File: src/pkg/ram_ptr_pkg.sv
// Constants shared by the auto-increment RAM pointer design
`default_nettype none

package ram_ptr_pkg;

    // ********************************************************
    // Register addresses on the external-data bus
    // ********************************************************
    localparam logic [15:0] ADDR_PTR_HIGH   = 16'h7fe3;
    localparam logic [15:0] ADDR_PTR_LOW    = 16'h7fe4;
    localparam logic [15:0] ADDR_DATA_WIN   = 16'h7fe5;

    // ********************************************************
    // Field layout and reset values
    // ********************************************************
    localparam int          PTR_HIGH_LSB    = 8;
    localparam logic [15:0] PTR_RESET       = 16'h0000;
    localparam logic [7:0]  BYTE_RESET      = 8'h00;
    localparam logic [15:0] PTR_ONE         = 16'h0001;

    // Top of internal program/data RAM; nothing above is reachable
    localparam logic [15:0] RAM_TOP         = 16'h1fff;

    // ********************************************************
    // Timing: fast transfer must finish within two processor cycles (333 ns, 16 core cycles)
    // ********************************************************
    localparam int          CLK_PERIOD_NS   = 20;
    localparam int          FAST_XFER_NS    = 333;
    localparam int          FAST_XFER_CYC   = FAST_XFER_NS / CLK_PERIOD_NS;

    // ********************************************************
    // Access sequencer states
    // ********************************************************
    typedef enum logic [2:0]
    {
        ST_IDLE   = 3'b001,
        ST_ACCESS = 3'b010,
        ST_ANSWER = 3'b100
    } seq_state_e;

endpackage

`default_nettype wire

File: src/design/ptr_counter.sv
// Sixteen-bit pointer with byte loads and post-increment
`timescale 1ns/1ps
`default_nettype none

module ptr_counter
(
    // Clock and reset
    input  wire logic        i_core_clk,
    input  wire logic        i_rst_b,
    // Byte loads from the processor
    input  wire logic        i_load_high,
    input  wire logic        i_load_low,
    input  wire logic [7:0]  i_load_data,
    // Advance after a data window access
    input  wire logic        i_incr,
    // Live pointer
    output var  logic [15:0] o_ptr
);
    import ram_ptr_pkg::*;

    logic [15:0] ptr_next;

    // ********************************************************
    // Next pointer value
    // ********************************************************
    // A load wins over an increment; the sequencer never asks for both
    always_comb
    begin
        ptr_next = o_ptr;
        if (i_load_high)
            ptr_next[15:PTR_HIGH_LSB] = i_load_data;
        if (i_load_low)
            ptr_next[PTR_HIGH_LSB-1:0] = i_load_data;
        if (i_incr && !i_load_high && !i_load_low)
            ptr_next = o_ptr + PTR_ONE;
    end

    // Pointer flop; true reset value is undefined, zero is chosen
    always_ff @(posedge i_core_clk or negedge i_rst_b)
    begin
        if (!i_rst_b)
            o_ptr <= PTR_RESET;
        else
            o_ptr <= ptr_next;
    end
endmodule

`default_nettype wire

File: src/design/ram_ptr_top.sv
// Auto-increment RAM pointer with data window and fast bulk transfer
//
// Notes on behaviour
// - Pointer address is high byte (bits 15..8) and low byte (bits 7..0).
// - Window read returns RAM byte at pointer; window write stores byte there.
// - Pointer advances by one after every window read and every window write.
// - Both pointer bytes may be read or written in any order while no window access is in progress.
// - Pointer byte reads give the live address the next window access uses.
// - Any contiguous internal RAM region is reachable as a sequential port.
// - Only internal RAM is reachable; nothing off chip or above it.
// - Fast mode needs enable set, window addressed, and an external move.
// - Fast mode moves one byte between bus and RAM within two processor cycles.
`timescale 1ns/1ps
`default_nettype none

module ram_ptr_top
(
    // Clock and reset
    input  wire logic        i_core_clk,
    input  wire logic        i_rst_b,
    // Processor external-data bus
    input  wire logic [15:0] i_xaddr,
    input  wire logic        i_xrd,
    input  wire logic        i_xwr,
    input  wire logic [7:0]  i_xwdata,
    output var  logic [7:0]  o_xrdata,
    output var  logic        o_xack,
    // Fast transfer control
    input  wire logic        i_fast_bulk_enable,
    // External memory data bus (two-way)
    input  wire logic [7:0]  i_ext_data,
    output var  logic [7:0]  o_ext_data,
    output var  logic        o_ext_data_oe,
    output var  logic        o_ext_strobe,
    // Internal RAM port
    output var  logic [15:0] o_ram_addr,
    output var  logic        o_ram_re,
    output var  logic        o_ram_we,
    output var  logic [7:0]  o_ram_wdata,
    input  wire logic [7:0]  i_ram_rdata
);
    import ram_ptr_pkg::*;

    // Bound for the fast-transfer deadline check
    localparam int FAST_LIMIT = FAST_XFER_CYC;

    // ********************************************************
    // Declarations
    // ********************************************************
    seq_state_e  state_reg;
    seq_state_e  state_next;
    logic [15:0] ptr;
    logic        op_read_reg;
    logic        op_fast_reg;
    logic        op_in_ram_reg;
    logic [7:0]  xrdata_next;
    logic        xack_next;

    wire         is_idle;
    wire         hit_high;
    wire         hit_low;
    wire         hit_win;
    wire         win_read;
    wire         win_write;
    wire         win_go;
    wire         fast_go;
    wire         ptr_in_ram;
    wire         load_high;
    wire         load_low;
    wire         read_high;
    wire         read_low;
    wire         reg_access;
    wire [7:0]   store_byte;
    wire         answer_cycle;
    wire         ext_strobe_next;
    wire         ext_oe_next;

    // ********************************************************
    // Address decode
    // ********************************************************
    // Requests are taken only while idle; a strobe mid-access is dropped
    assign is_idle   = (state_reg == ST_IDLE);
    assign hit_high  = (i_xaddr == ADDR_PTR_HIGH);
    assign hit_low   = (i_xaddr == ADDR_PTR_LOW);
    assign hit_win   = (i_xaddr == ADDR_DATA_WIN);

    // Window accesses drive the RAM and bump the pointer
    assign win_read  = is_idle & i_xrd & hit_win;
    assign win_write = is_idle & i_xwr & hit_win;
    assign win_go    = win_read | win_write;

    // Fast move only on a window access with fast bulk enabled
    assign fast_go   = win_go & i_fast_bulk_enable;

    // The whole internal RAM is open, so any block can be streamed
    assign ptr_in_ram = (ptr <= RAM_TOP);

    // Pointer byte loads and reads, allowed in any order
    assign load_high  = is_idle & i_xwr & hit_high;
    assign load_low   = is_idle & i_xwr & hit_low;
    assign read_high  = is_idle & i_xrd & hit_high;
    assign read_low   = is_idle & i_xrd & hit_low;
    assign reg_access = load_high | load_low | read_high | read_low;

    // In fast mode the stored byte comes from the external bus
    assign store_byte = fast_go ? i_ext_data : i_xwdata;

    // RAM data is valid in the cycle after the read enable
    assign answer_cycle = (state_reg == ST_ANSWER);

    // External bus handshake: write fast takes the byte at once,
    // read fast presents the RAM byte together with the answer
    assign ext_strobe_next = (win_write & fast_go)
                           | (answer_cycle & op_read_reg & op_fast_reg);
    assign ext_oe_next     = answer_cycle & op_read_reg & op_fast_reg;

    // ********************************************************
    // Pointer
    // ********************************************************
    ptr_counter u_ptr
    (
        .i_core_clk  (i_core_clk),
        .i_rst_b     (i_rst_b),
        .i_load_high (load_high),
        .i_load_low  (load_low),
        .i_load_data (i_xwdata),
        .i_incr      (win_go),
        .o_ptr       (ptr)
    );

    // ********************************************************
    // Access sequencer
    // ********************************************************
    // Three fixed steps keep the RAM read latency simple to follow
    always_comb
    begin
        state_next = state_reg;
        unique case (state_reg)
            ST_IDLE:
                if (win_go)
                    state_next = ST_ACCESS;
            ST_ACCESS:
                state_next = ST_ANSWER;
            ST_ANSWER:
                state_next = ST_IDLE;
            default:
                state_next = ST_IDLE;
        endcase
    end

    // Answer data: pointer bytes at once, RAM bytes when they land
    always_comb
    begin
        xrdata_next = o_xrdata;
        if (read_high)
            xrdata_next = ptr[15:PTR_HIGH_LSB];
        else if (read_low)
            xrdata_next = ptr[PTR_HIGH_LSB-1:0];
        else if (answer_cycle && op_read_reg)
            xrdata_next = op_in_ram_reg ? i_ram_rdata : BYTE_RESET;
        xack_next = reg_access | answer_cycle;
    end

    // Sequencer state and latched operation
    always_ff @(posedge i_core_clk or negedge i_rst_b)
    begin
        if (!i_rst_b)
        begin
            state_reg     <= ST_IDLE;
            op_read_reg   <= 1'b0;
            op_fast_reg   <= 1'b0;
            op_in_ram_reg <= 1'b0;
        end
        else
        begin
            state_reg <= state_next;
            if (win_go)
            begin
                op_read_reg   <= win_read;
                op_fast_reg   <= fast_go;
                op_in_ram_reg <= ptr_in_ram;
            end
        end
    end

    // ********************************************************
    // RAM port
    // ********************************************************
    // Off-range pointers still advance but never strobe the RAM
    always_ff @(posedge i_core_clk or negedge i_rst_b)
    begin
        if (!i_rst_b)
        begin
            o_ram_addr  <= PTR_RESET;
            o_ram_re    <= 1'b0;
            o_ram_we    <= 1'b0;
            o_ram_wdata <= BYTE_RESET;
        end
        else
        begin
            o_ram_re <= win_read & ptr_in_ram;
            o_ram_we <= win_write & ptr_in_ram;
            if (win_go)
            begin
                o_ram_addr  <= ptr;
                o_ram_wdata <= store_byte;
            end
        end
    end

    // ********************************************************
    // Processor answer and external bus
    // ********************************************************
    always_ff @(posedge i_core_clk or negedge i_rst_b)
    begin
        if (!i_rst_b)
        begin
            o_xrdata      <= BYTE_RESET;
            o_xack        <= 1'b0;
            o_ext_data    <= BYTE_RESET;
            o_ext_data_oe <= 1'b0;
            o_ext_strobe  <= 1'b0;
        end
        else
        begin
            o_xrdata      <= xrdata_next;
            o_xack        <= xack_next;
            o_ext_strobe  <= ext_strobe_next;
            o_ext_data_oe <= ext_oe_next;
            if (ext_oe_next)
                o_ext_data <= xrdata_next;
        end
    end
endmodule

`default_nettype wire

File: config.mk
export PLATFORM = sky130hd
export DESIGN_NAME = ram_ptr_top
export DESIGN_NICKNAME = d
export VERILOG_FILES = /design/src/pkg/ram_ptr_pkg.sv /design/src/design/ptr_counter.sv /design/src/design/ram_ptr_top.sv
export SDC_FILE = /design/constraint.sdc
export NUM_CORES = 1
export LEC_CHECK = 0
export BUFFER_PORTS_ARGS = -buffer_cell sky130_fd_sc_hd__buf_2
export CAP_MARGIN = 20
export CORE_ASPECT_RATIO = 1.25
export CORE_UTILIZATION = 55
export CTS_BUF_LIST = sky130_fd_sc_hd__clkbuf_4 sky130_fd_sc_hd__clkbuf_8
export DETAILED_ROUTE_END_ITERATION = 12
export PLACE_DENSITY = 0.87
export SLEW_MARGIN = 5
export SYNTH_ARGS = -nofsm -noshare
export SYNTH_HDL_FRONTEND = slang
export SYNTH_SLANG_ARGS = --single-unit
File: constraint.sdc
create_clock -name i_core_clk -period 6.32 [get_ports i_core_clk]
set_clock_uncertainty 0.1 [all_clocks]
set_input_delay 1.264 -clock i_core_clk [delete_from_list [all_inputs] [get_ports i_core_clk]]
set_output_delay 1.264 -clock i_core_clk [all_outputs]
set_load 0.02 [all_outputs]
==> reports/qor.json, run 1 <==
{
  "grt_util_met3_pct": 5.77,
  "grt_max_degree": 68,
  "grt_use_met1_pct": 36.3,
  "final.setup.tns_ps": 0,
  "cap_violations": 0,
  "wl_mm": 9.11,
  "finalCoreUtilization_pct": 68.9,
  "layout_setup_ws_ps": 3330,
  "post-dp-hpwl_mm": 6.40,
  "row_count": 32,
  "antenna_found_initial": 0,
  "layout_worst_path_cycle_share_pct": 47.4,
  "largest_voltage_drop_on_the_vdd_net_uv": 136,
  "yosys_most_used_dff": "sky130_fd_sc_hd__dfrtp_1",
  "insertion_delay_ps": 350,
  "num_cts_buffers": 9,
  "reg2reg_to": "u_ptr.o_ptr[15]$_DFFE_PN0P_",
  "post_cts_resized": 0,
  "p_leak_nw": 2.07,
  "p_total_uw": 915,
  "remaining_drcs": 0,
  "diodes": 0,
  "worst_path_max_delay_cell": "sky130_fd_sc_hd__and2_1",
  "routabilityCongestion": 0.937,
  "globalRoute.totalOverflow": 0,
  "final_layout_size_suffix_gt1_share_pct": 26.5,
  "r2r-start": "state_reg[0]$_DFFE_PN1P_",
  "clk_transition_reported_paths_ps": 80,
  "clock-root-buffer": "sky130_fd_sc_hd__clkbuf_8",
  "post_synth_inst_count": 379,
  "synth_seq_cells": 67,
  "synth_area_leader_cell": "sky130_fd_sc_hd__dfrtp_1",
  "synthesis.nets": 425,
  "worst_slew_pin_slew_ps": 853,
  "post_synthesis_compound_gate_area_fraction_pct": 13.0,
  "cts.htree.levels": 3,
  "start_kind": "input pin",
  "cts_setup_buffers": 0,
  "grt_setup_unrepaired": "false",
  "netlist_top_cells_area": "sky130_fd_sc_hd__dfrtp_1 (47%), sky130_fd_sc_hd__nand2_1 (9.9%), sky130_fd_sc_hd__mux2i_1 (6.0%)",
  "finalCriticalPeriod_ps": 2990,
  "synthAdderAreaFrac_pct": 0.356,
  "detailed_router_s_first_iteration_violation_count": 308,
  "setup_viol": 0,
  "cts-root-to-sink-buffers": 2,
  "synth_area_mm2": 0.00351,
  "critPathRequiredTime_ps": 6440,
  "cts.sinks": 67,
  "dpl_worst_slack_ps": 2970,
  "tritoncts_clock_tree": "yes",
  "timing.critical_path.slowest_cell_delay_ps": 680,
  "synthMostInstantiatedCell": "sky130_fd_sc_hd__nand2_1",
  "drt-pass1-iter-count": 5,
  "synthArstFlopShare_pct": 100,
  "maxClockFrequency_mhz": 334,
  "final.fill_count": 511,
  "die_width_um": 73.5,
  "path_cells": "buf_2, nand4b_4, nor4_1, and2_1, mux2i_1, a2bb2oi_1",
  "wl_per_cell_um": 16.5,
  "yosysUniqueCellTypes": 57,
  "path_max_fanout": 21,
  "synth_xor_xnor_area_share_pct": 0,
  "top_usage_layer": "met2",
  "worst-endpoint-arrival_ps": 3110,
  "outcome": "finished, final reports clean",
  "floorplan.core_area_mm2": 0.00617,
  "final_antenna_net_count": 0,
  "netlist_top_cells_count": "sky130_fd_sc_hd__nand2_1 (93), sky130_fd_sc_hd__dfrtp_1 (66), sky130_fd_sc_hd__nor2_1 (29), sky130_fd_sc_hd__o21ai_0 (28), sky130_fd_sc_hd__mux2i_1 (21)",
  "postSynthAreaPerCell_um2": 9.27,
  "rrSetupSlack_ps": 3950,
  "path_class": "in -> reg",
  "dieArea_mm2": 0.00671,
  "synthesis.yosys.warnings": 0,
  "count_of_flip_flops_with_a_built_in_enable_after_synthesis": 0,
  "synth_top_family_by_area": "simple AND/OR/NAND/NOR gates",
  "synth_simple_gate_area_share_pct": 29.6,
  "min_path_type": "reg -> reg",
  "reg2regPathDepth": 5,
  "cts_hold_buffers": 0,
  "grt_util_all_layers_pct": 28.9,
  "reg.largest.list": "o_ram_addr: 16 flops, u_ptr.o_ptr: 16 flops",
  "gr_met2_demand_resource_pct": 47.6,
  "report.final.hold_viol_count": 0,
  "destination_of_the_critical_timing_path": "u_ptr.o_ptr[15]$_DFFE_PN0P_",
  "via_count": 3210,
  "numPortBuffers": 89,
  "grt_first_pass_wirelength_mm": 14.5,
  "worstSetupStartpoint": "i_xaddr[4]",
  "grt_pass1_vias": 2980,
  "yosys-mux-area-fraction_pct": 5.98,
  "power.density_mw_per_mm2": 215,
  "max-slew-margin-rel_pct": 42.8,
  "via_per_inst": 5.80,
  "area_fraction_of_the_dominant_cell_type_after_synthesis_pct": 47.0,
  "die_y_um": 91.4,
  "timing_max_transition_violations_final": 0,
  "fraction_of_the_yosys_area_taken_by_sequential_cells_pct": 47.8,
  "final_nets": 509,
  "cp-end-kind": "flip-flop",
  "top_level_ports": 90,
  "initial_core_util_pct": 57.0,
  "stdcell_count": 553,
  "placedCellCount": 535,
  "flow.area_growth_from_synthesis_pct": 20.9
}
## worst min-delay path by stage
| stage | start | endpoint | slack (ps) | cells past startpoint |
|---|---|---|---|---|
| finish | o_ram_addr[6]$_DFFE_PN0P_ | o_ram_addr[6]$_DFFE_PN0P_ | 370 | 2 |
| detailed placement | o_ram_addr[6]$_DFFE_PN0P_ | o_ram_addr[6]$_DFFE_PN0P_ | 350 | 2 |
| global route | o_ram_addr[6]$_DFFE_PN0P_ | o_ram_addr[6]$_DFFE_PN0P_ | 390 | 2 |
| CTS | o_ram_addr[6]$_DFFE_PN0P_ | o_ram_addr[6]$_DFFE_PN0P_ | 370 | 2 |
| floorplan | op_read_reg$_DFFE_PN0P_ | op_read_reg$_DFFE_PN0P_ | 350 | 2 |
| global placement | o_ram_addr[9]$_DFFE_PN0P_ | o_ram_addr[9]$_DFFE_PN0P_ | 350 | 2 |
## final cells by class
cell class | instances | area [µm²] | share of cell area, %
timing repair buffer | 93 | 479 | 11.3
multi-input combinational | 287 | 1720 | 40.5
sequential | 67 | 1680 | 39.5
clock buffer | 9 | 124 | 2.92
clock inverter | 7 | 124 | 2.92
tap | 85 | 106 | 2.50
inverter | 5 | 18.8 | 0.442
## critical path: cells and delay by family
family / cells / cell delay, ps
AO/OA/AOI/OAI: 1 / 80
buffers and inverters: 1 / 100
multiplexers: 1 / 250
AND/OR/NAND/NOR: 3 / 1420
## metal layers
layer  wire (µm)  part of all wire [%]  vias to the layer above
met2        4530                    50                      164
met1        3740                    41                     1494
met5           0                     0                        -
met4         286                   3.1                        0
met3         556                   6.1                       29
li1            -                     -                     1523
## logic make-up after synthesis
family	Yosys count
buffers and inverters	25
AND/OR/NAND/NOR	195
adder cells (fa/ha/maj)	1
AO/OA/AOI/OAI	70
multiplexers	21
flip-flops	67
## stage by stage
step / hold slack, ps / area (µm²)
CTS: 372 / 4230
global route: 389 / 4250
global placement: 350 / 3980
finish: 370 / 4250
floorplan: 345 / 3510
detailed placement: 353 / 3980
## power by group
part           total [mW]  switching, mW  internal (mW)
clock               0.440          0.175          0.265
sequential          0.429       0.000241          0.429
combinational      0.0463         0.0287         0.0177
## placed cells by master (no fill, tap or decap), types with 4 or more instances in the layout
master	count
sky130_fd_sc_hd__nand2_1	93
sky130_fd_sc_hd__buf_2	89
sky130_fd_sc_hd__dfrtp_1	66
sky130_fd_sc_hd__nor2_1	29
sky130_fd_sc_hd__o21ai_0	28
sky130_fd_sc_hd__mux2i_1	21
sky130_fd_sc_hd__a21oi_1	11
sky130_fd_sc_hd__nand3_1	10
sky130_fd_sc_hd__clkbuf_8	9
sky130_fd_sc_hd__nand4_1	7
sky130_fd_sc_hd__nor3_1	7
sky130_fd_sc_hd__and4_1	6
sky130_fd_sc_hd__inv_1	5
sky130_fd_sc_hd__and2_1	5
sky130_fd_sc_hd__nor4_1	5
sky130_fd_sc_hd__a211oi_1	5
sky130_fd_sc_hd__nand4bb_1	4
sky130_fd_sc_hd__a2bb2oi_1	4
Note: power is estimated with default switching activity, not from simulation.
==> run 2: changes to the inputs <==
clock period = 2.77 ns   (was 6.32 ns; I/O delays follow)
==> run 2 against run 1 <==
Net effect: flip-flop and latch count unchanged; design area decreased by 0.18%; die area unchanged; count of clock-buffer cells in the layout increased by 1; first-iteration DRC count decreased by 0.32%; critical path type is now reg -> reg; largest power group is now registers; highest routed layer unchanged.
==> reports/qor.json, run 2 (synthesis gave the netlist of run 1 again) <==
{
  "outcome": "finished, final reports clean",
  "dieArea": {"value": 0.00671, "unit": "mm²", "change": "unchanged"},
  "layout_worst_path_cycle_share_pct": 81.3,
  "grt_setup_unrepaired": "false",
  "delay_heaviest_family_cp": "flip-flops",
  "reg.largest.list": "o_ram_addr: 16 flops, u_ptr.o_ptr: 16 flops",
  "globalRoute.totalOverflow": {"value": 0, "change": "unchanged"},
  "antenna_found_initial": {"value": 0, "change": "unchanged"},
  "num_cts_buffers": {"value": 9, "change": "unchanged"},
  "reg2regPathDepth": {"value": 6, "change": "+1"},
  "cap_violations": {"value": 0, "change": "unchanged"},
  "detailed_router_s_first_iteration_violation_count": {"value": 307, "change": "-0.32%"},
  "diodes": {"value": 0, "change": "unchanged"},
  "wl": {"value": 9.22, "unit": "mm", "change": "+1.2%"},
  "worst_path_max_delay_cell": "sky130_fd_sc_hd__dfstp_2",
  "top_level_ports": {"value": 90, "change": "unchanged"},
  "die_width": {"value": 73.5, "unit": "µm", "change": "unchanged"},
  "path_cells": "nor3b_4, o21a_1, nand4_1, buf_4, mux2i_1, o21a_1",
  "final_layout_size_suffix_gt1_share": {"value": 27.1, "unit": "%", "change": "+0.62 points"},
  "grt_max_degree": {"value": 68, "change": "unchanged"},
  "row_count": {"value": 32, "change": "unchanged"},
  "p_leak": {"value": 2.07, "unit": "nW", "change": "+0.15%"},
  "clk_transition_reported_paths": {"value": 70, "unit": "ps", "change": "about the same"},
  "cts_hold_buffers": {"value": 0, "change": "unchanged"},
  "initial_core_util": {"value": 57.0, "unit": "%", "change": "unchanged"},
  "cts_setup_buffers": {"value": 0, "change": "unchanged"},
  "flow.area_growth_from_synthesis_pct": 20.7,
  "worst-endpoint-arrival": {"value": 2380, "unit": "ps", "change": "-730 ps"},
  "final.fill_count": {"value": 518, "change": "+1.4%"},
  "wl_per_cell": {"value": 16.6, "unit": "µm", "change": "+0.51%"},
  "grt_first_pass_wirelength": {"value": 15.0, "unit": "mm", "change": "+3.4%"},
  "worstSetupStartpoint": "state_reg[0]$_DFFE_PN1P_",
  "timing.critical_path.slowest_cell_delay": {"value": 580, "unit": "ps", "change": "-100 ps"},
  "largest_voltage_drop_on_the_vdd_net": {"value": 211, "unit": "µV", "change": "+55%"},
  "cts.htree.levels": {"value": 3, "change": "unchanged"},
  "commonest_cells_after_routing_fill_and_taps_aside": "sky130_fd_sc_hd__nand2_1 (93), sky130_fd_sc_hd__buf_2 (89), sky130_fd_sc_hd__dfrtp_1 (66), sky130_fd_sc_hd__nor2_1 (29), sky130_fd_sc_hd__o21ai_0 (28)",
  "power.density": {"value": 450, "unit": "mW/mm²", "change": "+110%"},
  "reg2reg_to": "u_ptr.o_ptr[7]$_DFFE_PN0P_",
  "die_y": {"value": 91.4, "unit": "µm", "change": "unchanged"},
  "cts-root-to-sink-buffers": {"value": 2, "change": "unchanged"},
  "max-slew-margin-rel": {"value": 55.3, "unit": "%", "change": "+13 points"},
  "via_count": {"value": 3241, "change": "+0.97%"},
  "via_per_inst": {"value": 5.82, "change": "+0.24%"},
  "path_max_fanout": {"value": 24, "change": "+14%"},
  "post-dp-hpwl": {"value": 6.80, "unit": "mm", "change": "+6.2%"},
  "grt_pass1_vias": {"value": 3068, "change": "+3.0%"},
  "remaining_drcs": {"value": 0, "change": "unchanged"},
  "routabilityCongestion": {"value": 0.913, "change": "-2.5%"},
  "drt-pass1-iter-count": {"value": 4, "change": "-1"},
  "hold_ws": {"value": 115, "unit": "ps", "change": "-255 ps"},
  "timing_max_transition_violations_final": {"value": 0, "change": "unchanged"},
  "cts.sinks": {"value": 67, "change": "unchanged"},
  "worst_slew_pin_slew": {"value": 664, "unit": "ps", "change": "-189 ps"},
  "final_cell_area": {"value": 0.00424, "unit": "mm²", "change": "-0.18%"},
  "final.setup.tns": {"value": 0, "unit": "ps", "change": "unchanged"},
  "placed_area": {"value": 0.00404, "unit": "mm²", "change": "+1.4%"},
  "final_antenna_net_count": {"value": 0, "change": "unchanged"},
  "r2r-start": "state_reg[0]$_DFFE_PN1P_",
  "start_kind": "flip-flop",
  "final_nets": {"value": 513, "change": "+0.79%"},
  "post_cts_resized": {"value": 0, "change": "unchanged"},
  "floorplan.core_area": {"value": 0.00617, "unit": "mm²", "change": "unchanged"},
  "min_path_type": "in -> async",
  "mostFrequentLayoutCell": "sky130_fd_sc_hd__nand2_1",
  "grt_util_all_layers": {"value": 29.8, "unit": "%", "change": "+0.88 points"},
  "cp-end-kind": "flip-flop",
  "report.final.hold_viol_count": {"value": 0, "change": "unchanged"},
  "worst_path_most_repeated_cell": "sky130_fd_sc_hd__o21a_1",
  "rrSetupSlack": {"value": 520, "unit": "ps", "change": "-3430 ps"},
  "critPathRequiredTime": {"value": 2900, "unit": "ps", "change": "-3540 ps"},
  "finalCriticalPeriod_ps": 2250,
  "path_class": "reg -> reg",
  "clock-root-buffer": "sky130_fd_sc_hd__clkbuf_8",
  "critical_path_buf_inv_count": {"value": 1, "change": "unchanged"},
  "maxClockFrequency_mhz": 444,
  "tritoncts_clock_tree": "yes",
  "numPortBuffers": {"value": 89, "change": "unchanged"},
  "setup_viol": {"value": 0, "change": "unchanged"},
  "insertion_delay": {"value": 340, "unit": "ps", "change": "about the same"}
}
## run 2: cell count changes in the layout (fill, tap and decap cells not counted), sizes merged
cell / previous run / this run
buf: 93 / 97
bufinv: 3 / 1
clkbuf: 9 / 10
clkinvlp: 1 / 2
## run 2: layout make-up
| class | count | area, µm² | share of cell area [%] |
|---|---|---|---|
| sequential | 67 | 1680 | 39.6 |
| multi-input combinational | 287 | 1720 | 40.5 |
| tap | 85 | 106 | 2.51 |
| clock inverter | 6 | 63.8 | 1.50 |
| inverter | 5 | 18.8 | 0.442 |
| clock buffer | 10 | 138 | 3.24 |
| timing repair buffer | 97 | 518 | 12.2 |
## run 2: where the power goes
| group | switching (mW) | internal [mW] | leakage, nW |
|---|---|---|---|
| clock network | 0.382 | 0.440 | 0.0987 |
| registers | 0.000563 | 0.978 | 0.834 |
| logic | 0.0676 | 0.0424 | 1.14 |
| total | 0.450 | 1.46 | 2.07 |
## run 2: per-stage QoR
stage | util (%) | std cells | power, mW | setup WS, ps
after global routing | 68.8 | 557 | 1.98 | 437
after floorplan | - | 379 | 1.03 | 601
after global placement | 65.5 | 541 | 1.11 | 367
after CTS | 68.8 | 557 | 1.92 | 558
after detailed placement | 65.5 | 541 | 1.11 | 233
final | 68.8 | 557 | 1.91 | 519
## run 2: metal layers
metal / wire length [µm] / global-route usage, %
met1: 3650 / 36.4
met2: 4550 / 48.3
met3: 595 / 6.10
met4: 431 / 16.3
met5: 0 / 0
## run 2: worst max-delay path by stage
stage / end / slack, ps / depth (start not counted)
after floorplan: u_ptr.o_ptr[13]$_DFFE_PN0P_ / 600 / 6
after global placement: u_ptr.o_ptr[15]$_DFFE_PN0P_ / 370 / 7
after detailed placement: o_ram_wdata[4]$_DFFE_PN0P_ / 230 / 6
after CTS: u_ptr.o_ptr[7]$_DFFE_PN0P_ / 560 / 6
after global routing: u_ptr.o_ptr[4]$_DFFE_PN0P_ / 440 / 6
final: u_ptr.o_ptr[7]$_DFFE_PN0P_ / 520 / 6
## run 2: worst reg2reg max path, cell delays in order, from the launching register on
cell and delay (ps):
sky130_fd_sc_hd__dfstp_2 580, sky130_fd_sc_hd__nor3b_4 260, sky130_fd_sc_hd__o21a_1 360, sky130_fd_sc_hd__nand4_1 230
sky130_fd_sc_hd__buf_4 280, sky130_fd_sc_hd__mux2i_1 140, sky130_fd_sc_hd__o21a_1 190
